### config.mk
export PLATFORM = sky130hd
export DESIGN_NAME = eeprom_program_control
export DESIGN_NICKNAME = d
export VERILOG_FILES = /design/src/rtl/eeprom_ctl_pkg.sv /design/src/rtl/eeprom_program_control.sv
export SDC_FILE = /design/constraint.sdc
export NUM_CORES = 1
export LEC_CHECK = 0
export BUFFER_PORTS_ARGS = -buffer_cell sky130_fd_sc_hd__buf_2
export CORE_UTILIZATION = 35
export DETAILED_ROUTE_END_ITERATION = 7
export HOLD_SLACK_MARGIN = 0.05
export PLACE_DENSITY = 0.56
export SETUP_SLACK_MARGIN = 0.05
export SYNTH_ARGS = -nofsm -noshare
export SYNTH_HDL_FRONTEND = slang
export SYNTH_SLANG_ARGS = --single-unit
### constraint.sdc
create_clock -name sys_clk -period 2.48 [get_ports sys_clk]
set_clock_uncertainty 0.15 [all_clocks]
set_input_delay 0.248 -clock sys_clk [delete_from_list [all_inputs] [get_ports sys_clk]]
set_output_delay 0.248 -clock sys_clk [all_outputs]
set_load 0.02 [all_outputs]
### src/rtl/eeprom_ctl_pkg.sv
// Constants for the data EEPROM programming control block
`default_nettype none
package eeprom_ctl_pkg;
   // ----------------------------------------------------------------
   // Register map and fields
   // ----------------------------------------------------------------
   localparam logic [7:0] CTRL_ADDR       = 8'hEA; // Control register
   localparam int         BIT_ENABLE      = 0;     // Programming enable
   localparam int         BIT_BUSY        = 1;     // Busy flag
   localparam int         BIT_PAR_MODE    = 2;     // Parallel mode
   localparam int         BIT_PAR_START   = 3;     // Parallel start
   localparam int         BIT_STANDBY     = 6;     // Standby disable
   localparam logic [7:0] CTRL_RESET      = 8'h00; // Reset value
   localparam logic [7:0] WIN_LAST        = 8'h3F; // Top of EEPROM window
   // ----------------------------------------------------------------
   // Timing
   // ----------------------------------------------------------------
   localparam int CLK_HZ      = 10_000_000;        // Core clock rate
   localparam int PROG_US     = 5;                 // Default cycle time
   localparam int PROG_CYCLES = (PROG_US * (CLK_HZ / 1_000_000));
   // ----------------------------------------------------------------
   // Sequencer states
   // ----------------------------------------------------------------
   typedef enum logic [1:0] {
      ST_IDLE  = 2'b00,
      ST_BYTE  = 2'b01,
      ST_ROW   = 2'b10
   } prog_state_t;
endpackage : eeprom_ctl_pkg
`default_nettype wire

### src/rtl/eeprom_program_control.sv
// Data EEPROM control register, row latches and programming sequencer
// Function
// Standby bit disables EEPROM and access.
// Start bit in parallel mode programs row.
// Start bit self-clears when programming ends.
// Unloaded row bytes keep previous contents.
// Parallel mode accepts up to eight row bytes.
// Row is A5..A3; A2..A0 pick byte.
// Parallel mode bit clears after each cycle.
// Clearing parallel mode abandons loaded row.
// Busy flag high throughout programming cycle.
// Accesses during busy aborted; cycle completes.
// Software polls busy before EEPROM access.
// Enable bit must be set to program.
// Writes with enable clear do nothing.
// Start ignored unless enable and mode set.
// Setting parallel mode clears row latches.
// Control writes rejected while busy.
// Stop instruction disables EEPROM immediately.
// Byte write outside parallel mode programs byte.
`default_nettype none
module eeprom_program_control
   import eeprom_ctl_pkg::*;
#(
   parameter int PROG_TIME = PROG_CYCLES  // Cycles per byte pass and per row slot
) (
   // Clock and reset
   input  wire logic       sys_clk,
   input  wire logic       sys_rst,
   // Core data-space access
   input  wire logic [7:0] cpu_addr,
   input  wire logic [7:0] cpu_wdata,
   input  wire logic       cpu_wr,
   input  wire logic       cpu_rd,
   input  wire logic       eeprom_sel,
   input  wire logic       stop_exec,
   output logic      [7:0] cpu_rdata,
   // Cell array write port, read enable and power
   output logic      [5:0] cell_addr,
   output logic      [7:0] cell_wdata,
   output logic            cell_we,
   output logic            cell_rd_en,
   output logic            cell_power_on
);
   // ----------------------------------------------------------------
   // Parameter check
   // ----------------------------------------------------------------
   if (PROG_TIME < 1 || PROG_TIME > 65535) begin : g_bad_time
      $error("PROG_TIME out of range");
   end

   // ----------------------------------------------------------------
   // State
   // ----------------------------------------------------------------
   logic        enable_q;            // Programming enable
   logic        par_mode_q;          // Parallel mode
   logic        par_start_q;         // Parallel start
   logic        standby_q;           // Standby disable
   logic        stopped_q;           // Stop seen, cells off
   logic [7:0]  row_data_q [8];      // Volatile row latches
   logic [7:0]  row_valid_q;         // Which latches were loaded
   logic [2:0]  row_tag_q;           // Row number A5..A3 in window
   logic        row_locked_q;        // Row address latched
   prog_state_t state_q;             // Sequencer state
   logic [15:0] timer_q;             // Cycle timer
   logic [3:0]  slot_q;              // Row byte being written
   logic [5:0]  byte_addr_q;         // Single-byte target
   logic [7:0]  byte_data_q;         // Single-byte data

   logic busy;
   logic ctrl_wr;
   logic ee_wr;
   logic ee_live;

   // Window hit on the EEPROM page
   function automatic logic in_window(input logic [7:0] a);
      return a <= WIN_LAST;
   endfunction : in_window

   assign busy    = (state_q != ST_IDLE);
   // standby gating: disabled cells answer nothing
   assign ee_live = !standby_q && !stopped_q;
   // busy lock: control register frozen while programming
   assign ctrl_wr = cpu_wr && cpu_addr == CTRL_ADDR && !busy;
   // busy abort: EEPROM accesses dropped during a cycle
   assign ee_wr   = cpu_wr && eeprom_sel && in_window(cpu_addr)
                    && !busy && ee_live;

   // ----------------------------------------------------------------
   // Control register
   // ----------------------------------------------------------------
   // Write-only bits latched here; start needs enable and mode
   always_ff @(posedge sys_clk) begin
      if (sys_rst) begin
         enable_q    <= 1'b0;
         par_mode_q  <= 1'b0;
         par_start_q <= 1'b0;
         standby_q   <= 1'b0;
      end else if (ctrl_wr) begin
         enable_q    <= cpu_wdata[BIT_ENABLE];
         par_mode_q  <= cpu_wdata[BIT_PAR_MODE];
         standby_q   <= cpu_wdata[BIT_STANDBY];
         // start guard: needs enable and mode already set
         par_start_q <= cpu_wdata[BIT_PAR_START] && enable_q
                        && par_mode_q && cpu_wdata[BIT_PAR_MODE]
                        && row_locked_q;
      end else if (state_q == ST_ROW && timer_q == 16'(PROG_TIME - 1)
                   && slot_q == 4'h7) begin
         // start self-clear at end of row cycle
         par_start_q <= 1'b0;
         // mode self-clear at end of row cycle
         par_mode_q  <= 1'b0;
      end
   end

   // Stop latch; only a reset wakes the cells again
   always_ff @(posedge sys_clk) begin
      if (sys_rst) begin
         stopped_q <= 1'b0;
      end else if (stop_exec) begin
         // stop disable
         stopped_q <= 1'b1;
      end
   end

   // ----------------------------------------------------------------
   // Row latches
   // ----------------------------------------------------------------
   // Only loaded bytes are marked; the rest stay untouched later
   always_ff @(posedge sys_clk) begin
      if (sys_rst) begin
         row_valid_q  <= 8'h00;
         row_tag_q    <= 3'h0;
         row_locked_q <= 1'b0;
         for (int i = 0; i < 8; i++) begin
            row_data_q[i] <= 8'h00;
         end
      end else if (ctrl_wr && cpu_wdata[BIT_PAR_MODE] && !par_mode_q) begin
         // fresh mode clears latches
         row_valid_q  <= 8'h00;
         row_locked_q <= 1'b0;
      end else if (ctrl_wr && !cpu_wdata[BIT_PAR_MODE]) begin
         // abandon row when mode cleared early
         row_valid_q  <= 8'h00;
         row_locked_q <= 1'b0;
      end else if (ee_wr && par_mode_q && !par_start_q && enable_q) begin
         // row load; R6 A5..A3 fixed after first byte
         if (!row_locked_q || row_tag_q == cpu_addr[5:3]) begin
            row_data_q[cpu_addr[2:0]]  <= cpu_wdata;
            row_valid_q[cpu_addr[2:0]] <= 1'b1;
            row_tag_q                  <= cpu_addr[5:3];
            row_locked_q               <= 1'b1;
         end
      end else if (state_q == ST_ROW && timer_q == 16'(PROG_TIME - 1)
                   && slot_q == 4'h7) begin
         // pass done: latches dropped with the mode bit
         row_valid_q  <= 8'h00;
         row_locked_q <= 1'b0;
      end
   end

   // ----------------------------------------------------------------
   // Programming sequencer
   // ----------------------------------------------------------------
   // Row pass walks all eight slots, writing only loaded ones
   always_ff @(posedge sys_clk) begin
      if (sys_rst) begin
         state_q     <= ST_IDLE;
         timer_q     <= 16'h0000;
         slot_q      <= 4'h0;
         byte_addr_q <= 6'h00;
         byte_data_q <= 8'h00;
      end else begin
         case (state_q)
            ST_IDLE: begin
               timer_q <= 16'h0000;
               slot_q  <= 4'h0;
               if (ctrl_wr && cpu_wdata[BIT_PAR_START] && enable_q
                   && par_mode_q && cpu_wdata[BIT_PAR_MODE]
                   && row_locked_q) begin
                  // row start
                  state_q <= ST_ROW;
               end else if (ee_wr && enable_q && !par_mode_q) begin
                  // single byte; R12 needs enable, R13 else nothing
                  state_q     <= ST_BYTE;
                  byte_addr_q <= cpu_addr[5:0];
                  byte_data_q <= cpu_wdata;
               end
            end
            ST_BYTE: begin
               if (timer_q == 16'(PROG_TIME - 1)) begin
                  state_q <= ST_IDLE;
               end else begin
                  timer_q <= timer_q + 16'h0001;
               end
            end
            ST_ROW: begin
               if (timer_q == 16'(PROG_TIME - 1)) begin
                  timer_q <= 16'h0000;
                  if (slot_q == 4'h7) begin
                     state_q <= ST_IDLE;
                  end else begin
                     slot_q <= slot_q + 4'h1;
                  end
               end else begin
                  timer_q <= timer_q + 16'h0001;
               end
            end
            default: begin
               state_q <= ST_IDLE;
            end
         endcase
      end
   end

   // ----------------------------------------------------------------
   // Outputs, all registered
   // ----------------------------------------------------------------
   // Commit pulse at end of a byte pass and of each loaded row slot
   always_ff @(posedge sys_clk) begin
      if (sys_rst) begin
         cell_we    <= 1'b0;
         cell_addr  <= 6'h00;
         cell_wdata <= 8'h00;
      end else begin
         cell_we <= 1'b0;
         if (state_q == ST_BYTE && timer_q == 16'(PROG_TIME - 1)) begin
            cell_we    <= 1'b1;
            cell_addr  <= byte_addr_q;
            cell_wdata <= byte_data_q;
         end else if (state_q == ST_ROW
                      && timer_q == 16'(PROG_TIME - 1)) begin
            // unloaded bytes skipped
            cell_we    <= row_valid_q[slot_q[2:0]];
            cell_addr  <= {row_tag_q, slot_q[2:0]};
            cell_wdata <= row_data_q[slot_q[2:0]];
         end
      end
   end

   // Read data and power; busy is the only readable status bit
   always_ff @(posedge sys_clk) begin
      if (sys_rst) begin
         cpu_rdata     <= CTRL_RESET;
         cell_rd_en    <= 1'b0;
         cell_power_on <= 1'b0;
      end else begin
         // busy status
         cpu_rdata     <= {6'h00, busy, 1'b0};
         cell_rd_en    <= cpu_rd && eeprom_sel && in_window(cpu_addr)
                          && !busy && ee_live && !par_mode_q;
         cell_power_on <= ee_live && !(stop_exec);
      end
   end

   // ----------------------------------------------------------------
   // Checks
   // ----------------------------------------------------------------
   chk_busy_blocks_ctrl: assert property (
      @(posedge sys_clk) disable iff (sys_rst)
      busy && cpu_wr && cpu_addr == CTRL_ADDR |=> $stable(enable_q))
      else $error("control changed while busy");
   chk_byte_needs_enable: assert property (
      @(posedge sys_clk) disable iff (sys_rst)
      ee_wr && !enable_q |=> state_q == ST_IDLE)
      else $error("write started without enable");
   chk_mode_clears_end: assert property (
      @(posedge sys_clk) disable iff (sys_rst)
      state_q == ST_ROW ##1 state_q == ST_IDLE |-> !par_mode_q)
      else $error("parallel mode left set");
   chk_start_clears_end: assert property (
      @(posedge sys_clk) disable iff (sys_rst)
      state_q == ST_ROW ##1 state_q == ST_IDLE |-> !par_start_q)
      else $error("start bit left set");
   chk_stop_power_off: assert property (
      @(posedge sys_clk) disable iff (sys_rst)
      stop_exec |=> !cell_power_on)
      else $error("power on after stop");
   chk_busy_readback: assert property (
      @(posedge sys_clk) disable iff (sys_rst)
      busy |=> cpu_rdata[BIT_BUSY])
      else $error("busy not reported");
   chk_row_start_guard: assert property (
      @(posedge sys_clk) disable iff (sys_rst)
      state_q == ST_IDLE && !enable_q |=> state_q != ST_ROW)
      else $error("row cycle without enable");
   chk_unloaded_kept: assert property (
      @(posedge sys_clk) disable iff (sys_rst)
      state_q == ST_ROW && timer_q == 16'(PROG_TIME - 1)
      && !row_valid_q[slot_q[2:0]] |=> !cell_we)
      else $error("unloaded byte written");
endmodule : eeprom_program_control
`default_nettype wire

==> results of run 1 <==
==> stage by stage <==
stage	hold slack (ps)	setup TNS, ps
2_1_floorplan	177	0
3_3_place_gp	282	0
3_5_place_dp	284	-93.1
4_1_cts	51.6	0
5_1_grt	89.0	0
6_report	62.2	0
==> path summary, 6_finish.rpt <==
kind	startpoint	endpoint
max	cpu_addr[4]	row_data_q[4][5]$_SDFFCE_PN0P_
min	cpu_wdata[3]	byte_data_q[3]$_SDFFE_PP0P_
min reg2reg	standby_q$_SDFFE_PP0N_	cell_power_on$_SDFF_PP0_
max reg2reg	state_q[1]$_SDFFE_PP0P_	row_data_q[4][5]$_SDFFCE_PN0P_
==> critical path: cells and delay by family <==
kind | cells | cell delay, ps
buffers and inverters | 3 | 850
AO/OA/AOI/OAI | 1 | 440
AND/OR/NAND/NOR | 4 | 920
==> flip-flops by register name (all words and copies together), names as in the netlist, 2 cells and up, named ones only <==
register / flops
byte_data_q: 8
row_tag_q: 3
timer_q: 16
row_data_q: 64
cell_addr: 6
row_valid_q: 8
slot_q: 4
cell_wdata: 8
state_q: 2
byte_addr_q: 6
==> area by class of cell <==
class                      instances  share of cell area (%)
inverter                          12                   0.593
clock inverter                     7                   0.510
multi-input combinational        357                    35.2
clock buffer                      25                    6.67
tap                              225                    3.70
timing repair buffer              95                    8.53
sequential                       138                    44.8
==> power by group through the flow <==
stage                     combinational [mW]  clock (mW)  sequential [mW]
after CTS                              0.175        2.38             2.43
after global placement                 0.159           0             2.47
after detailed placement               0.161           0             2.48
after global routing                   0.192        2.49             2.43
after floorplan                       0.0830           0             2.47
final                                  0.178        2.33             2.43
==> kinds of logic after synthesis <==
kind of cell    Yosys count  synth area share [%]
xor+xnor                 18                  2.54
simple gates            218                  20.2
flops                   138                  54.9
fa+ha+maj                 7                  1.41
other cells               1                0.0605
mux                      39                  9.95
compound gates           68                  7.61
buf+inv                  46                  3.29
==> repair_timing <==
item	CTS	global route
resized for setup	4	9
hold endpoints to repair	14	0
pin swaps	0	4
setup endpoints to repair	25	74
hold buffers	10	0
setup buffers	0	1
==> per-layer routing <==
metal	wire [microns]	vias up
li1	-	2105
met1	6820	2112
met2	7600	98
met3	770	19
met4	219	0
met5	0	-
==> cell usage in the layout, fill, tap and decap left out, types with 3 or more instances in the layout <==
master / instances
dfxtp_1: 73
edfxtp_1: 64
and2_1: 58
nor2_1: 44
buf_4: 44
buf_2: 39
nand2_1: 28
a21oi_1: 28
mux2i_1: 20
mux4_2: 18
clkbuf_16: 18
and3_1: 14
xor2_1: 13
nand3_1: 12
inv_1: 11
dlygate4sd3_1: 10
nand4_1: 9
nor3b_1: 8
o221ai_1: 8
conb_1: 7
or2_4: 6
a21o_1: 6
o221a_2: 6
ha_1: 6
xnor2_1: 5
clkinv_2: 5
o21a_1: 4
nor3_1: 4
a31oi_1: 4
clkbuf_1: 4
nand2b_1: 3
nor4_1: 3
clkbuf_8: 3
==> impl_metrics.yaml, run 1 <==
worst_hold_path:
  hold_class: "in2reg"
  holdPathStages: 3
sta:
  setup_viol: 0
  min_period_ps: 2430
  fmax_mhz: 412
  timing.slew.headroom_pct: 58.4
  setup_ws_ps: 54.1
  hold_viol_final: 0
  rsz0062_at_grt: "true"
  slew_viol_final: 0
  tightest_slew_ps: 621
  post-route-period-util_pct: 97.8
pwr:
  p_seq_share_pct: 49.1
  power.leakage_nw: 2.99
  swShare_pct: 21.3
  internal_power_mw: 3.89
  power.density_mw_per_mm2: 650
  max-vdd-ir-drop_mv: 0.485
  netSwitchingPower_mw: 1.05
  p_total_mw: 4.94
  pwr-share-clk_pct: 47.2
  comb_power_share_pct: 3.6
worst_setup_path:
  timing_worst_setup_path_type: "in2reg"
  worstPathMaxFanout: 9
  worst-r2r-cell-count: 8
  crit_chain: "dlygate4sd3_1 > buf_2 > nand3b_1 > o41ai_2 > and4b_1 > and3b_1 > buf_4 > and2_1"
  critPathRequiredTime_ps: 2510
  crit_arrival_ps: 2450
  reg2reg_setup_slack_ps: 80
  crit_slowest_cell: "dlygate4sd3_1"
  critPathLaunchType: "primary input"
  max_stage_delay_ps: 530
  worstSetupEndpointType: "register"
synthesis:
  yosysTopAreaCellShare_pct: 31.0
  syn_inst: 535
  syn_area_sq_mm: 0.00620
  synth-edff-count: 64
  synth.largest_area_cell: "edfxtp_1"
  synth_most_common_cell: "dfxtp_1"
  ys_ff_latch: 138
  seq_area_frac_synth_pct: 54.9
  ys_warn_count: 0
  synthFlopType: "dfxtp_1"
  ys_types: 59
  synth_area_per_cell_sq_um: 11.6
  synthArstFlopShare_pct: 0
  synth_common_cells: "dfxtp_1, edfxtp_1, and2_1, nor2_1"
  synth_area_leaders: "edfxtp_1, dfxtp_1, mux4_2"
routing:
  antenna_left: 0
  drt-total-wl_microns: 15400
  wl_per_cell_microns: 17.9
  drc: 0
  vias: 4334
  via_per_inst: 5.05
  drt-initial-drc-count: 272
  dr.pass1.iters: 4
final_layout:
  regArea_sq_mm: 0.00340
  final_cells: 859
  synthToLayoutAreaGrowth_pct: 22.6
  drive_gt1_share_pct: 25.7
  nFillCells: 1668
  antenna_cells: 0
  post-route-util_pct: 43.9
  multiInputGateArea_sq_mm: 0.00268
  fin_area_sq_mm: 0.00760
  final_nets: 650
grt:
  grt_start_max_net_pins: 36
  grt_antenna_before_repair: 0
  grt_util_met2_pct: 30.2
  grt_pass1_vias: 4381
  grt_use_total_pct: 18.4
  busiest_layer: "met2"
  met1_usage_pct: 23.5
  grt_overflow: 0
  grt_pass1_wl_microns: 24400
  met3_usage_pct: 4.73
die:
  rows: 48
  floorplan.initialDensity_pct: 35.8
  core_sq_mm: 0.0173
  die_y_microns: 135
  die-area_sq_mm: 0.0182
  die_w_microns: 135
  io_pins: 47
flow_run:
  max_cap_viol_count: 0
clocking:
  clock_sinks: 138
  cts_buffers: 17
  cts_tree: "done"
  clk_path_buf_depth: 2
  cts_root_buffer: "clkbuf_16"
  cts_max_level: 4
  clk_pin_slew_worst_paths_ps: 60
  clk_latency_ps: 420
placed_design:
  port_buffers: 39
  pre_cts_ws_ps: -24.2
  dp.cells: 816
  dp_hpwl_microns: 10700
  place_congestion: 0.871
  placed_cell_area_sq_mm: 0.00690
outcome:
  status: "completed"
(Power assumes the default switching activity.)
==> run 2, diff against run 1 <==
--- a/config.mk
+++ b/config.mk
@@ -6,6 +6,7 @@
 export NUM_CORES = 1
 export LEC_CHECK = 0
 export BUFFER_PORTS_ARGS = -buffer_cell sky130_fd_sc_hd__buf_2
+export CORE_MARGIN = 2
 export CORE_UTILIZATION = 35
 export DETAILED_ROUTE_END_ITERATION = 7
 export HOLD_SLACK_MARGIN = 0.05
==> constraint.sdc (replaced) <==
create_clock -name sys_clk -period 2.48 [get_ports sys_clk]
set_clock_uncertainty 0.15 [all_clocks]
set_input_delay 0 -clock sys_clk [delete_from_list [all_inputs] [get_ports sys_clk]]
set_output_delay 0 -clock sys_clk [all_outputs]
set_load 0.02 [all_outputs]
==> impl_metrics.yaml, run 2 (synthesis results as in run 1) <==
routing:
  dr.pass1.iters: 4
  antenna_left: 0
  via_per_inst: 5.10
  drt-total-wl_microns: 15400
  vias: 4405
  drt-initial-drc-count: 292
  wl_per_cell_microns: 17.9
  drc: 0
sta:
  post-route-period-util_pct: 95.8
  rsz0062_at_grt: "true"
  setup_viol: 0
  setup-tns-final_ps: 0
  setup_ws_ps: 104
  slew_viol_final: 0
  tightest_slew_ps: 607
  min_period_ps: 2380
  timing.slew.headroom_pct: 59.4
  fmax_mhz: 421
  hold_viol_final: 0
final_layout:
  top_regs: "row_data_q x64, timer_q x16"
  largest-register: "row_data_q"
  antenna_cells: 0
  final_nets: 654
  layout_commonest_cell: "dfxtp_1"
  fin_area_sq_mm: 0.00768
  drive_gt1_share_pct: 23.2
  mostFrequentLayoutCells: "dfxtp_1, edfxtp_1, and2_1"
  synthToLayoutAreaGrowth_pct: 23.8
  largest_register_ff_count: 64
  post-route-util_pct: 44.4
worst_setup_path:
  worst-r2r-cell-count: 7
  worstSetupEndpointType: "register"
  crit_arrival_ps: 2350
  critPathRequiredTime_ps: 2450
  critPathLaunchType: "primary input"
  worstPathMaxFanout: 8
  timing_worst_setup_path_type: "in2reg"
grt:
  grt_pass1_vias: 4539
  grt_overflow: 0
  grt_antenna_before_repair: 0
  grt_pass1_wl_microns: 24700
  grt_start_max_net_pins: 36
  grt_use_total_pct: 17.7
flow_run:
  max_cap_viol_count: 0
clocking:
  cts_buffers: 17
  clock_sinks: 138
  cts_tree: "done"
  cts_root_buffer: "clkbuf_16"
  clk_latency_ps: 420
  clk_path_buf_depth: 2
  clk_pin_slew_worst_paths_ps: 50
  cts_max_level: 4
placed_design:
  port_buffers: 39
  placed_cell_area_sq_mm: 0.00685
  pre_cts_ws_ps: 74.1
  dp_hpwl_microns: 10800
  place_congestion: 0.833
die:
  die_y_microns: 137
  die_w_microns: 137
  die-area_sq_mm: 0.0188
  floorplan.initialDensity_pct: 35.8
  core_sq_mm: 0.0173
  rows: 48
  io_pins: 47
pwr:
  power.leakage_nw: 3.02
  max-vdd-ir-drop_mv: 0.492
  power.density_mw_per_mm2: 677
  p_total_mw: 5.20
outcome:
  status: "completed"
worst_hold_path:
  hold_class: "in2reg"
  holdPathStages: 5
run 2: changes by cell type in the layout (fill, tap and decap cells not counted), moves of 3 or more:
cell | before | now
buf_4 | 44 | 40
bufinv_16 | 0 | 4
clkinv_1 | 0 | 6
clkinv_2 | 5 | 2
dlygate4sd3_1 | 10 | 20
or2_4 | 6 | 3
run 2: report_power, final:
part | switching [mW] | total, mW | leakage (nW) | internal, mW
combinational | 0.113 | 0.183 | 1.47 | 0.0695
sequential | 0.0146 | 2.43 | 1.26 | 2.41
clock | 0.904 | 2.59 | 0.293 | 1.68
total | 1.03 | 5.20 | 3.02 | 4.17
run 2: final timing paths:
| check | startpoint | endpoint | slack [ps] |
|---|---|---|---|
| worst max-delay path | cpu_addr[0] | row_data_q[0][4]$_SDFFCE_PN0P_ | 100 |
| worst min-delay path | cpu_wr | row_locked_q$_SDFFE_PP0P_ | 90 |
| worst max register to register | state_q[1]$_SDFFE_PP0P_ | row_data_q[0][4]$_SDFFCE_PN0P_ | 110 |
| worst min register to register | par_start_q$_SDFFE_PP0P_ | par_start_q$_SDFFE_PP0P_ | 300 |
run 2: stage by stage:
step | hold WS (ps) | cells
final | 91.8 | 863
after global placement | 44.8 | 810
after global routing | 116 | 863
after detailed placement | 43.8 | 810
after CTS | 74.9 | 862
after floorplan | -71.3 | 541
run 2: final cells by class:
| cell class | instances | area, sq um |
|---|---|---|
| Sequential cell | 138 | 3400 |
| Clock inverter | 12 | 153 |
| Clock buffer | 20 | 447 |
| Inverter | 12 | 45.0 |
| Multi-Input combinational cell | 357 | 2650 |
| Tap cell | 225 | 282 |
| Fill cell | 1665 | 9620 |
| Timing Repair Buffer | 99 | 696 |
run 2: timing repair:
item	4_1_cts	5_1_grt
hold endpoints to repair	93	0
hold buffers	20	0
endpoints found under the setup margin	4	48
setup buffers	0	1
gates resized for setup	1	5
run 2: worst max-delay path, cell delays in order:
cell and delay, ps:
dlygate4sd3_1 530, buf_2 140, or3b_4 440, o41ai_4 410
and4b_2 300, and2_1 170, or2_1 350
run 2: layer usage:
| layer | vias to the layer above | wire [microns] | track usage (%) |
|---|---|---|---|
| met4 | 0 | 216 | 5.21 |
| met5 | - | 0 | 0 |
| met1 | 2189 | 6750 | 22.1 |
| met3 | 21 | 838 | 4.26 |
| met2 | 86 | 7620 | 30.2 |
| li1 | 2109 | - | - |
